## src/logic/cat_pkg.sv

```systemverilog
// package: constants and types for the counter array timebase block
package cat_pkg;
  localparam int unsigned CAT_CNT_W = 16;
  localparam int unsigned CAT_NUM_CH = 6;
  localparam int unsigned CAT_WDT_CH = 5;
  localparam logic [3:0] CAT_DIV12_LAST = 4'hB;
  localparam logic [1:0] CAT_DIV4_LAST = 2'h3;
  localparam logic [15:0] CAT_CNT_RST = 16'h0000;
  localparam logic [15:0] CAT_CNT_MAX = 16'hFFFF;
  localparam logic [7:0] CAT_BYTE_RST = 8'h00;
  localparam logic [1:0] CAT_CLSEL_RST = 2'h0;
  localparam logic CAT_WDT_RST = 1'b1;
  localparam logic CAT_IDLE_RST = 1'b0;

  typedef enum logic [2:0] {
    TB_SYS_DIV12 = 3'b000,
    TB_SYS_DIV4 = 3'b001,
    TB_TMR0_OVF = 3'b010,
    TB_EXT_FALL = 3'b011,
    TB_SYS = 3'b100,
    TB_XOSC_DIV8 = 3'b101,
    TB_LFO_DIV8 = 3'b110,
    TB_RESERVED = 3'b111
  } cat_timebase_t;

  // per-channel setup as the channel sees it
  typedef struct packed {
    logic capPos;
    logic capNeg;
    logic matchEn;
    logic toggleEn;
    logic [15:0] compareValue;
  } cat_chan_cfg_t;

  localparam cat_chan_cfg_t CAT_CHAN_CFG_RST = '{1'b0, 1'b0, 1'b0, 1'b0, 16'h0000};
endpackage

```

## src/logic/cat_channel.sv

```systemverilog
// one capture/compare channel fed by the shared counter value
`timescale 1ns/1ps
`default_nettype none
module cat_channel
  import cat_pkg::*;
(
  // clock and reset
  input wire logic clk,
  input wire logic srst,
  // counter view
  input wire logic countTick,
  input wire logic [15:0] countNext,
  input wire logic [15:0] countValue,
  // setup and line
  input wire cat_chan_cfg_t cfg,
  input wire logic ioIn,
  // results
  output logic eventPulse,
  output logic ioOut,
  output logic [15:0] captureValue
);
  logic ioPrev_ff;
  logic capHit;
  logic matchHit;

  // line is synchronous; a one-cycle history is enough for edges
  always_ff @(posedge clk)
  begin
    if (srst)
      ioPrev_ff <= 1'b0;
    else
      ioPrev_ff <= ioIn;
  end

  assign capHit = (cfg.capPos & ioIn & ~ioPrev_ff) | (cfg.capNeg & ~ioIn & ioPrev_ff);
  // match is judged on the value the counter is about to take
  assign matchHit = cfg.matchEn & countTick & (countNext == cfg.compareValue);

  always_ff @(posedge clk)
  begin
    if (srst)
      captureValue <= CAT_CNT_RST;
    else if (capHit)
      captureValue <= countValue;
  end

  always_ff @(posedge clk)
  begin
    if (srst)
      eventPulse <= 1'b0;
    else
      eventPulse <= capHit | matchHit;
  end

  always_ff @(posedge clk)
  begin
    if (srst)
      ioOut <= 1'b0;
    else if (matchHit & cfg.toggleEn)
      ioOut <= ~ioOut;
  end
endmodule
`default_nettype wire

```

## src/logic/cat_counter_array.sv

```systemverilog
// counter array: timebase, 16-bit counter, overflow flags, interrupt combine
// Notes on behaviour
// - free-running 16-bit counter as two bytes
// - low read snapshots high; high read returns it
// - byte reads never disturb counting
// - three-bit select picks one of seven timebases
// - oscillator timebases synchronised before use
// - wrap FFFF to 0000 sets overflow flag
// - overflow flag interrupts only when enabled
// - flag cleared only by software write zero
// - idle suspend zero keeps counting in idle
// - intermediate flag at bit 8 to 11
// - six channel flags set by channel events
// - flags set regardless of enable bits
// - request is OR of enabled flags
// - processor sees request only with both enables
// - six 16-bit channels each with I/O line
// - watchdog after reset locks configuration
`timescale 1ns/1ps
`default_nettype none
module cat_counter_array
  import cat_pkg::*;
(
  // clock and reset
  input wire logic clk,
  input wire logic srst,
  // timebase sources
  input wire logic timer0Overflow,
  input wire logic externalCountInput,
  input wire logic xoscDiv8,
  input wire logic lfoDiv8,
  input wire logic cpuIdle,
  // configuration, applied on cfgLoad only while the watchdog is off; watchdogDisable acts at once
  input wire logic cfgLoad,
  input wire logic [2:0] timebaseSelect,
  input wire logic idleSuspendCtrl,
  input wire logic [1:0] cycleLengthSel,
  input wire logic watchdogDisable,
  // interrupt enables
  input wire logic overflowIrqEnable,
  input wire logic intermediateOverflowIrqEnable,
  input wire logic [5:0] channelIrqEnable,
  input wire logic globalIrqEnable,
  input wire logic counterArrayIrqEnable,
  // software clears, write-zero pulses
  input wire logic overflowFlagClear,
  input wire logic intermediateFlagClear,
  input wire logic [5:0] channelFlagClear,
  // counter byte reads
  input wire logic readLowByte,
  input wire logic readHighByte,
  // channels
  input wire cat_chan_cfg_t [5:0] channelCfg,
  input wire logic [5:0] channelIoIn,
  // outputs
  output logic [7:0] counterLowByte,
  output logic [7:0] counterHighByte,
  output logic counterOverflowFlag,
  output logic intermediateOverflowFlag,
  output logic [5:0] channelEventFlag,
  output logic [5:0] channelIoOut,
  output logic [5:0][15:0] channelCapture,
  output logic irqRequest,
  output logic cpuIrq,
  output logic watchdogActive,
  output logic watchdogReset
);
  logic [15:0] count_ff;
  logic [7:0] snapHigh_ff;
  logic [3:0] div12_ff;
  logic [1:0] div4_ff;
  logic eciPrev_ff;
  logic xoscMeta_ff;
  logic xoscSync_ff;
  logic xoscPrev_ff;
  logic lfoMeta_ff;
  logic lfoSync_ff;
  logic lfoPrev_ff;
  cat_timebase_t timebase_ff;
  logic idleSuspend_ff;
  logic [1:0] cycleLen_ff;
  logic srcTick;
  logic tick;
  logic [15:0] nxt_count;
  logic wrap16;
  logic wrapMid;
  logic [11:0] midMask;
  logic [5:0] chEvent;
  logic irqComb;

  // prescalers run freely so a timebase switch picks up mid-period
  always_ff @(posedge clk)
  begin
    if (srst)
      div12_ff <= 4'h0;
    else if (div12_ff == CAT_DIV12_LAST)
      div12_ff <= 4'h0;
    else
      div12_ff <= div12_ff + 4'h1;
  end

  always_ff @(posedge clk)
  begin
    if (srst)
      div4_ff <= 2'h0;
    else
      div4_ff <= div4_ff + 2'h1;
  end

  // external input is synchronous; only edges are needed
  always_ff @(posedge clk)
  begin
    if (srst)
      eciPrev_ff <= 1'b1;
    else
      eciPrev_ff <= externalCountInput;
  end

  // oscillator divides are asynchronous: two-flop synchronisers
  always_ff @(posedge clk)
  begin
    if (srst)
    begin
      xoscMeta_ff <= 1'b0;
      xoscSync_ff <= 1'b0;
      xoscPrev_ff <= 1'b0;
      lfoMeta_ff <= 1'b0;
      lfoSync_ff <= 1'b0;
      lfoPrev_ff <= 1'b0;
    end
    else
    begin
      xoscMeta_ff <= xoscDiv8;
      xoscSync_ff <= xoscMeta_ff;
      xoscPrev_ff <= xoscSync_ff;
      lfoMeta_ff <= lfoDiv8;
      lfoSync_ff <= lfoMeta_ff;
      lfoPrev_ff <= lfoSync_ff;
    end
  end

  // configuration is frozen while the watchdog owns the array
  always_ff @(posedge clk)
  begin
    if (srst)
    begin
      timebase_ff <= TB_SYS_DIV12;
      idleSuspend_ff <= CAT_IDLE_RST;
      cycleLen_ff <= CAT_CLSEL_RST;
    end
    else if (cfgLoad & ~watchdogActive)
    begin
      timebase_ff <= cat_timebase_t'(timebaseSelect);
      idleSuspend_ff <= idleSuspendCtrl;
      cycleLen_ff <= cycleLengthSel;
    end
  end

  always_comb
  begin
    unique case (timebase_ff)
      TB_SYS_DIV12: srcTick = (div12_ff == CAT_DIV12_LAST);
      TB_SYS_DIV4: srcTick = (div4_ff == CAT_DIV4_LAST);
      TB_TMR0_OVF: srcTick = timer0Overflow;
      TB_EXT_FALL: srcTick = eciPrev_ff & ~externalCountInput;
      TB_SYS: srcTick = 1'b1;
      TB_XOSC_DIV8: srcTick = xoscSync_ff & ~xoscPrev_ff;
      TB_LFO_DIV8: srcTick = lfoSync_ff & ~lfoPrev_ff;
      TB_RESERVED: srcTick = 1'b0;
    endcase
  end

  // reads never gate the tick; only idle suspend does
  assign tick = srcTick & ~(idleSuspend_ff & cpuIdle);
  assign nxt_count = count_ff + 16'h0001;
  assign wrap16 = tick & (count_ff == CAT_CNT_MAX);
  always_comb
  begin
    unique case (cycleLen_ff)
      2'h0: midMask = 12'h0FF;
      2'h1: midMask = 12'h1FF;
      2'h2: midMask = 12'h3FF;
      2'h3: midMask = 12'h7FF;
    endcase
  end
  assign wrapMid = tick & ((count_ff[11:0] & midMask) == midMask);

  always_ff @(posedge clk)
  begin
    if (srst)
      count_ff <= CAT_CNT_RST;
    else if (tick)
      count_ff <= nxt_count;
  end

  always_ff @(posedge clk)
  begin
    if (srst)
    begin
      snapHigh_ff <= CAT_BYTE_RST;
      counterLowByte <= CAT_BYTE_RST;
      counterHighByte <= CAT_BYTE_RST;
    end
    else
    begin
      if (readLowByte)
      begin
        counterLowByte <= count_ff[7:0];
        snapHigh_ff <= count_ff[15:8];
      end
      if (readHighByte)
        counterHighByte <= snapHigh_ff;
    end
  end

  // hardware set wins over a software clear in the same cycle
  always_ff @(posedge clk)
  begin
    if (srst)
      counterOverflowFlag <= 1'b0;
    else if (wrap16)
      counterOverflowFlag <= 1'b1;
    else if (overflowFlagClear)
      counterOverflowFlag <= 1'b0;
  end

  always_ff @(posedge clk)
  begin
    if (srst)
      intermediateOverflowFlag <= 1'b0;
    else if (wrapMid)
      intermediateOverflowFlag <= 1'b1;
    else if (intermediateFlagClear)
      intermediateOverflowFlag <= 1'b0;
  end

  always_ff @(posedge clk)
  begin
    if (srst)
      channelEventFlag <= 6'h00;
    else
      channelEventFlag <= chEvent | (channelEventFlag & ~channelFlagClear);
  end

  for (genvar i = 0; i < CAT_NUM_CH; i++)
  begin : g_ch
    cat_channel u_ch (
      .clk(clk),
      .srst(srst),
      .countTick(tick),
      .countNext(nxt_count),
      .countValue(count_ff),
      .cfg(channelCfg[i]),
      .ioIn(channelIoIn[i]),
      .eventPulse(chEvent[i]),
      .ioOut(channelIoOut[i]),
      .captureValue(channelCapture[i])
    );
  end

  assign irqComb = (counterOverflowFlag & overflowIrqEnable)
    | (intermediateOverflowFlag & intermediateOverflowIrqEnable)
    | (|(channelEventFlag & channelIrqEnable));

  always_ff @(posedge clk)
  begin
    if (srst)
    begin
      irqRequest <= 1'b0;
      cpuIrq <= 1'b0;
    end
    else
    begin
      irqRequest <= irqComb;
      cpuIrq <= irqComb & globalIrqEnable & counterArrayIrqEnable;
    end
  end

  // channel 5 doubles as the watchdog until software turns it off
  always_ff @(posedge clk)
  begin
    if (srst)
      watchdogActive <= CAT_WDT_RST;
    else if (watchdogDisable)
      watchdogActive <= 1'b0;
  end

  always_ff @(posedge clk)
  begin
    if (srst)
      watchdogReset <= 1'b0;
    else
      watchdogReset <= watchdogActive & chEvent[CAT_WDT_CH];
  end
endmodule
`default_nettype wire

```

## config.mk

```make
export PLATFORM = sky130hd
export DESIGN_NAME = cat_counter_array
export DESIGN_NICKNAME = d
export VERILOG_FILES = /design/src/logic/cat_pkg.sv /design/src/logic/cat_channel.sv /design/src/logic/cat_counter_array.sv
export SDC_FILE = /design/constraint.sdc
export NUM_CORES = 1
export LEC_CHECK = 0
export ABC_AREA = 1
export BUFFER_PORTS_ARGS = -buffer_cell sky130_fd_sc_hd__clkbuf_2
export CAP_MARGIN = 20
export CORE_MARGIN = 1
export CORE_UTILIZATION = 41
export DETAILED_ROUTE_END_ITERATION = 6
export PLACE_DENSITY_LB_ADDON = 0.25
export SETUP_SLACK_MARGIN = 0.02
export SKIP_LAST_GASP = 1
export SLEW_MARGIN = 20
export SYNTH_ARGS = -nofsm -noshare
export SYNTH_HDL_FRONTEND = slang
export SYNTH_SLANG_ARGS = --single-unit
```

## constraint.sdc

```tcl
create_clock -name clk -period 5.35 [get_ports clk]
set_input_delay 0.2675 -clock clk [delete_from_list [all_inputs] [get_ports clk]]
set_output_delay 0.2675 -clock clk [all_outputs]
set_load 0.03 [all_outputs]
```

======== Word level (Yosys, flattened, before mapping) ========
Cells that the tools add are included.
word-level totals
  register bits ........................... 185
  output and inout bits ................... 130
  word-level logic and storage cells ...... 179
operators by class
  $add $sub $neg .......................... 3
  eq/ne operators ......................... 20
  muxes and demuxes ....................... 6
  bitwise gates (word level) .............. 97
  reductions and logical operators ........ 6
operators with widths
  kind                                                                    count
  16-bit equality test                                                    6
  1-bit AND                                                               55
  12-bit one-hot mux with 4 select lines                                  1
  1-bit inverter                                                          23
  16-bit by 1-bit adder with 16-bit output (second input constant)        1
  16-bit equality test (second input constant)                            1
  1-bit OR                                                                14
  12-bit AND                                                              1
  6-bit AND                                                               2
  12-bit equality test                                                    1
  3-bit equality test (second input constant)                             4
  1-bit one-hot mux with 8 select lines                                   1
  2-bit equality test (second input constant)                             3
  3-bit by 2-bit equality test with 1-bit output (second input constant)  2
  6-bit inverter                                                          1
  6-bit OR                                                                1
  6-bit OR reduction                                                      1
  4-bit by 1-bit adder with 4-bit output (second input constant)          1
  4-bit equality test (second input constant)                             1
  1-bit two-way mux                                                       4
  2-bit nonzero test                                                      2
  3-bit by 1-bit equality test with 1-bit output (second input constant)  1
  3-bit zero test                                                         1
  2-bit by 1-bit adder with 2-bit output (second input constant)          1
  other kinds (3)                                                         3

======== Depth between registers and ports, before layout ========
  depth after elaboration ................. 7
  depth in mapped cells ................... 15

======== By module ========
A second synthesis with hierarchy kept.
unflattened totals
  cells, all modules ...................... 1476
  area, all modules ....................... 9490.4 sq um
modules (own cells, without submodules)
  module             instances  cells an instance  area an instance (sq um)
  cat_channel        6          180                1084.8
  cat_counter_array  1          396                2981.6

======== Worst setup path before layout ========
OpenSTA, ideal clock, no wires.
  path kind ............................... register to register
  start point ............................. register count_ff[0]
  end point ............................... register g_ch[1].u_ch.ioOut
  arrival ................................. 1825 ps
  required time ........................... 5222 ps
  path slack .............................. 3397 ps
  cell stages (with the launch flop) ...... 15
  buffers on the path ..................... 1
  clock period less this slack ............ 1953 ps
  cells stage by stage .................... dfxtp_1 ha_1 inv_1 clkbuf_1 nor2_1 nor2_1 nand3_1 nor2_1 nand3_1 nor2_1 nand2_1 nor2_1 nand4_1 nand2_1 nor2_1
between the ends
  word-level cells in the longest chain between the ends .. 4
ends and longest elaborated chain
  element                                   RTL line                  source
  start: declaration                        cat_counter_array.sv:68   logic [15:0] count_ff;
  start signal: assignment                  cat_counter_array.sv:193  count_ff <= nxt_count;
  16-bit by 1-bit adder with 16-bit output  cat_counter_array.sv:175  assign nxt_count = count_ff + 16'h0001;
  named net g_ch[0].u_ch.countNext[1]       cat_channel.sv:12         input wire logic [15:0] countNext,
  16-bit equality test                      cat_channel.sv:37         assign matchHit = cfg.matchEn & countTick & (countNext == cfg.compareValue);
  1-bit AND                                 cat_channel.sv:37
  1-bit AND                                 cat_channel.sv:59         else if (matchHit & cfg.toggleEn)
  end signal: assignment                    cat_channel.sv:60         ioOut <= ~ioOut;
  end: declaration                          cat_channel.sv:19         output logic ioOut,
The timed path passes the listed nets, and every way through them passes these cells.
A chain may end at the register's enable or synchronous reset.

======== Worst setup path in the final report ========
  start point ............................. register div12_ff[0]
  end point ............................... register g_ch[0].u_ch.eventPulse
between the ends
  word-level cells in the longest chain between the ends .. 6
ends and longest elaborated chain
  element                                RTL line                  source
  start: declaration                     cat_counter_array.sv:70   logic [3:0] div12_ff;
  start signal: assignment               cat_counter_array.sv:99   div12_ff <= div12_ff + 4'h1;
  4-bit equality test                    cat_counter_array.sv:162  TB_SYS_DIV12: srcTick = (div12_ff == CAT_DIV12_LAST);
  1-bit one-hot mux with 8 select lines  cat_counter_array.sv:161  unique case (timebase_ff)
  1-bit AND                              cat_counter_array.sv:174  assign tick = srcTick & ~(idleSuspend_ff & cpuIdle);
  1-bit AND (2 in series)                cat_channel.sv:37
  1-bit OR                               cat_channel.sv:52         eventPulse <= capHit | matchHit;
  end signal: assignment                 cat_channel.sv:52
  end: declaration                       cat_channel.sv:18         output logic eventPulse,
No other way between the ends.

==> results_dict.tcl <==
set metrics [dict create \
    worst_case_clock_buffer_depth 2 \
    drt-vias-per-instance 4.95 \
    drv_slew 0 \
    critical_path_stages 11 \
    hold_class "input pin to flop" \
    fin_setup_tns_ns 0 \
    total_power_mw 3.54 \
    maxSlewHeadroom_pct 40.4 \
    grt.total_usage_pct 25.9 \
    clk_pin_slew_ns 0.07 \
    max_stage_delay_ns 0.71 \
    crit_path_cell_trace "ha_1 > nand2_1 > nor2_1 > nand3_1 > nand3_1 > nand2_1 > inv_1 > nand3_1 > nor2_1 > nand2_1 > a21oi_1" \
    hp-start "lfoDiv8" \
    place.gp.congestion 0.848 \
    dominant_combinational_cell_family_by_area_after_synthesis "simple AND/OR/NAND/NOR gates" \
    port-buffer-count 290 \
    worstPathArrival_ns 3.19 \
    critPathSlowestCell "inv_1" \
    clock_tree_from_tritoncts "yes" \
    type_of_destination_of_the_critical_path "flop" \
    p_leak_nw 5.52 \
    r2r_start "div12_ff[0]$_SDFF_PP0_" \
    synthesis.yosys.warnings 0 \
    r2r_cells 11 \
    timing.hold.worst_path_depth 3 \
    routed_wirelength_um 28200 \
    die_y_um 147 \
    period_needed_ns 2.84 \
    floorplan.core_area_mm2 0.0204 \
    clock.fmax_ghz 0.353 \
    final.hold.worst_slack_ns 0.0142 \
    status "completed" \
    cts-buffers-inserted 17 \
    setup_slack_after_placement_ns 2.50 \
    post-dp-hpwl_um 20500 \
    wire_length_on_met3_um 2280 \
    worstHoldEndpoint "lfoMeta_ff$_SDFF_PP0_" \
    layout_setup_ws_ns 2.51 \
    final_layout_size_suffix_gt1_share_pct 22.7 \
    postCtsSetupBuffers 0 \
    worst_skew_pair.late_latency_ns 0.44 \
    numClockSinks 185 \
    yosys.area.top_type "dfxtp_1" \
    worstReg2RegEnd "g_ch[0].u_ch.eventPulse$_SDFF_PP0_" \
    fp-row-count 52 \
    initial_core_util_pct 42.3 \
    ys_seq_area_share_pct 42.9 \
    wl_met2_um 13200 \
    synthCells 1298 \
    unrepaired_setup_endpoints_after_global_routing "no" \
    clock-root-buffer "clkbuf_16" \
    floorplan.io_pins 291 \
    top_signal_layer_used "met4" \
    layout-area-overhead-vs-synth_pct 25.3 \
    grt_first_pass_wirelength_um 43500 \
    cts_hold_buffers 0 \
    average_cell_area_after_synthesis_um2 6.65 \
    drtIter0Drc 507 \
    final_layout_net_count 1720 \
    final-hold-violation-count 0 \
    clock-skew-final_ns 0.0128 \
    crit_type "flop to flop" \
    synth_top_area_share_pct 42.9 \
    die_outline_area_mm2 0.0216 \
    mappedNetlistNets 1462 \
    post_cts.resized_instances 0 \
    vdd_drop_max_mv 0.222 \
    area_fraction_in_compound_gates_after_synthesis_pct 16.9 \
    wl_met1_um 12300 \
    pwr_density_mw_per_mm2 327 \
    worst_path_dominant_cell_family "simple AND/OR/NAND/NOR gates" \
    netlist_area_mm2 0.00863 \
    worstPathMaxFanout 24 \
    globalRouteOverflowTotal 0 \
    pin_count_of_the_biggest_net_entering_global_routing 95 \
    grt_antenna_before_repair 0 \
    die_width_um 147 \
    period_share_pct 53.0 \
    post_synth_xor_area_fraction_pct 0.609 \
    cp.required_ns 5.70 \
    timing.max_cap.violations 0 \
    route.vias.total 9108 \
    yosys_register_bits 185 \
    firstDrtPassIters 5 \
    tightestPinTransition_ns 0.894 \
    critical_path.startpoint_type "flop" \
    setup_viol 0 \
    worstPathBufferInverterCount 1 \
    antenna_cells_inserted 0 \
    area_share_of_fa_ha_maj_cells_after_synthesis_pct 0.435 \
    antenna_violating_nets_left 0 \
    muxShareOfSynthArea_pct 0 \
    clock_tree.htree_level_count 4 \
    post-route-drc-count 0 \
    simple_gate_share_of_the_synthesized_area_pct 30.1 \
    netlist_top_cells_area "dfxtp_1 43%, nand2_1 13%, o21ai_0 8.5%" \
    routedWlPerCell_um 15.4 \
    reg2reg_setup_slack_ns 2.51 \
    library_cells_used_by_synthesis 33 \
    via_count_of_the_first_global_routing_pass 8294 \
]
==> state kept, by name, summed over array words and instances, names as in the netlist, 3 cells and up <==
name                    cells
g_ch.u_ch.captureValue     96
count_ff                   16
counterHighByte             8
counterLowByte              8
snapHigh_ff                 8
channelEventFlag            6
g_ch.u_ch.eventPulse        6
g_ch.u_ch.ioOut             6
g_ch.u_ch.ioPrev_ff         6
div12_ff                    4
timebase_ff                 3
==> per-layer routing <==
metal,up-vias,GRT usage (%)
met4,0,7.06
met1,4078,33.0
li1,4680,-
met2,320,43.1
met3,30,6.96
met5,-,0
==> power by group <==
part	switching, mW	internal [mW]	leakage [nW]
Sequential	0.0735	1.48	1.52
Combinational	0.510	0.216	3.72
Clock	0.632	0.632	0.281
==> metrics by stage <==
step,cells,area [um^2],util (%)
6_report,1839,10800,53.0
5_1_grt,1839,10800,53.0
4_1_cts,1839,10800,53.0
3_5_place_dp,1807,10200,50.0
3_3_place_gp,1807,10200,50.0
2_1_floorplan,1298,8630,-
==> cell usage after synthesis <==
| cell | count |
|---|---|
| inv_2 | 4 |
| o21ai_0 | 146 |
| xor2_1 | 6 |
| a31oi_1 | 2 |
| inv_1 | 136 |
| buf_4 | 6 |
| o21ai_1 | 4 |
| clkbuf_1 | 47 |
| nand2_2 | 11 |
| dfxtp_1 | 185 |
| or2_1 | 2 |
| a221oi_1 | 1 |
| nor4_1 | 1 |
| ha_1 | 3 |
| or2_2 | 3 |
| o21bai_4 | 1 |
| buf_1 | 1 |
| nand2_4 | 1 |
| nand3_1 | 84 |
| nor3_1 | 1 |
| clkinv_1 | 9 |
| nor2_2 | 4 |
| nor2_4 | 2 |
| nand2_1 | 292 |
| nand3_2 | 1 |
| nand3b_1 | 14 |
| buf_2 | 1 |
| nand4_1 | 14 |
| o211ai_1 | 1 |
| o21ai_4 | 1 |
| nor2_1 | 185 |
| a21oi_1 | 128 |
| nand3b_2 | 1 |
==> placed cells by master (no fill, tap or decap), types with 2 or more instances in the layout <==
| cell | Yosys | final |
|---|---|---|
| nand2_1 | 292 | 292 |
| clkbuf_2 | 0 | 290 |
| nor2_1 | 185 | 185 |
| dfxtp_1 | 185 | 185 |
| o21ai_0 | 146 | 146 |
| inv_1 | 136 | 135 |
| a21oi_1 | 128 | 128 |
| nand3_1 | 84 | 84 |
| clkbuf_16 | 0 | 17 |
| nand4_1 | 14 | 14 |
| nand3b_1 | 14 | 14 |
| nand2_2 | 11 | 11 |
| clkinv_1 | 9 | 9 |
| xor2_1 | 6 | 6 |
| inv_8 | 0 | 5 |
| nor2_2 | 4 | 4 |
| inv_2 | 4 | 4 |
| o21ai_1 | 4 | 4 |
| buf_4 | 6 | 4 |
| or2_2 | 3 | 3 |
| ha_1 | 3 | 3 |
| clkinvlp_4 | 0 | 3 |
| clkinv_8 | 0 | 3 |
| nor2_4 | 2 | 2 |
| a31oi_1 | 2 | 2 |
| or2_1 | 2 | 2 |
| inv_6 | 0 | 2 |
==> how the worst max path moves through the flow <==
| stage | from | endpoint |
|---|---|---|
| after floorplan | count_ff[0]$_SDFFE_PP0N_ | g_ch[1].u_ch.ioOut$_SDFFE_PP0P_ |
| after global placement | srst | g_ch[2].u_ch.captureValue[14]$_SDFFE_PP0P_ |
| after detailed placement | srst | g_ch[1].u_ch.captureValue[6]$_SDFFE_PP0P_ |
| after CTS | div12_ff[0]$_SDFF_PP0_ | g_ch[0].u_ch.eventPulse$_SDFF_PP0_ |
| after global routing | div12_ff[0]$_SDFF_PP0_ | g_ch[1].u_ch.ioOut$_SDFFE_PP0P_ |
| final | div12_ff[0]$_SDFF_PP0_ | g_ch[0].u_ch.eventPulse$_SDFF_PP0_ |
==> final cells by class <==
cell class	count	area (um^2)
Multi-Input combinational cell	909	4140
Sequential cell	185	3700
Inverter	149	561
Clock buffer	17	425
Clock inverter	15	170
Timing Repair Buffer	294	1480
Tap cell	270	338
Fill cell	2034	9610
==> worst register-to-register path: cells and delay by family, from the launching register on <==
family | cells | cell delay [ns]
AOI/OAI and AO/OA | 1 | 0.15
adders and majority gates | 1 | 0.18
buffers and inverters | 1 | 0.71
DFF | 1 | 0.36
and+or+nand+nor | 8 | 1.37
==> cells by family (layout without fill, tap and decap cells) <==
| family | after synthesis | in the layout |
|---|---|---|
| XOR/XNOR | 6 | 6 |
| AND/OR/NAND/NOR | 616 | 616 |
| adder cells (fa/ha/maj) | 3 | 3 |
| AO/OA/AOI/OAI | 284 | 284 |
| flip-flops | 185 | 185 |
| buffers and inverters | 204 | 475 |
Note: power is estimated with default switching activity, not from simulation.
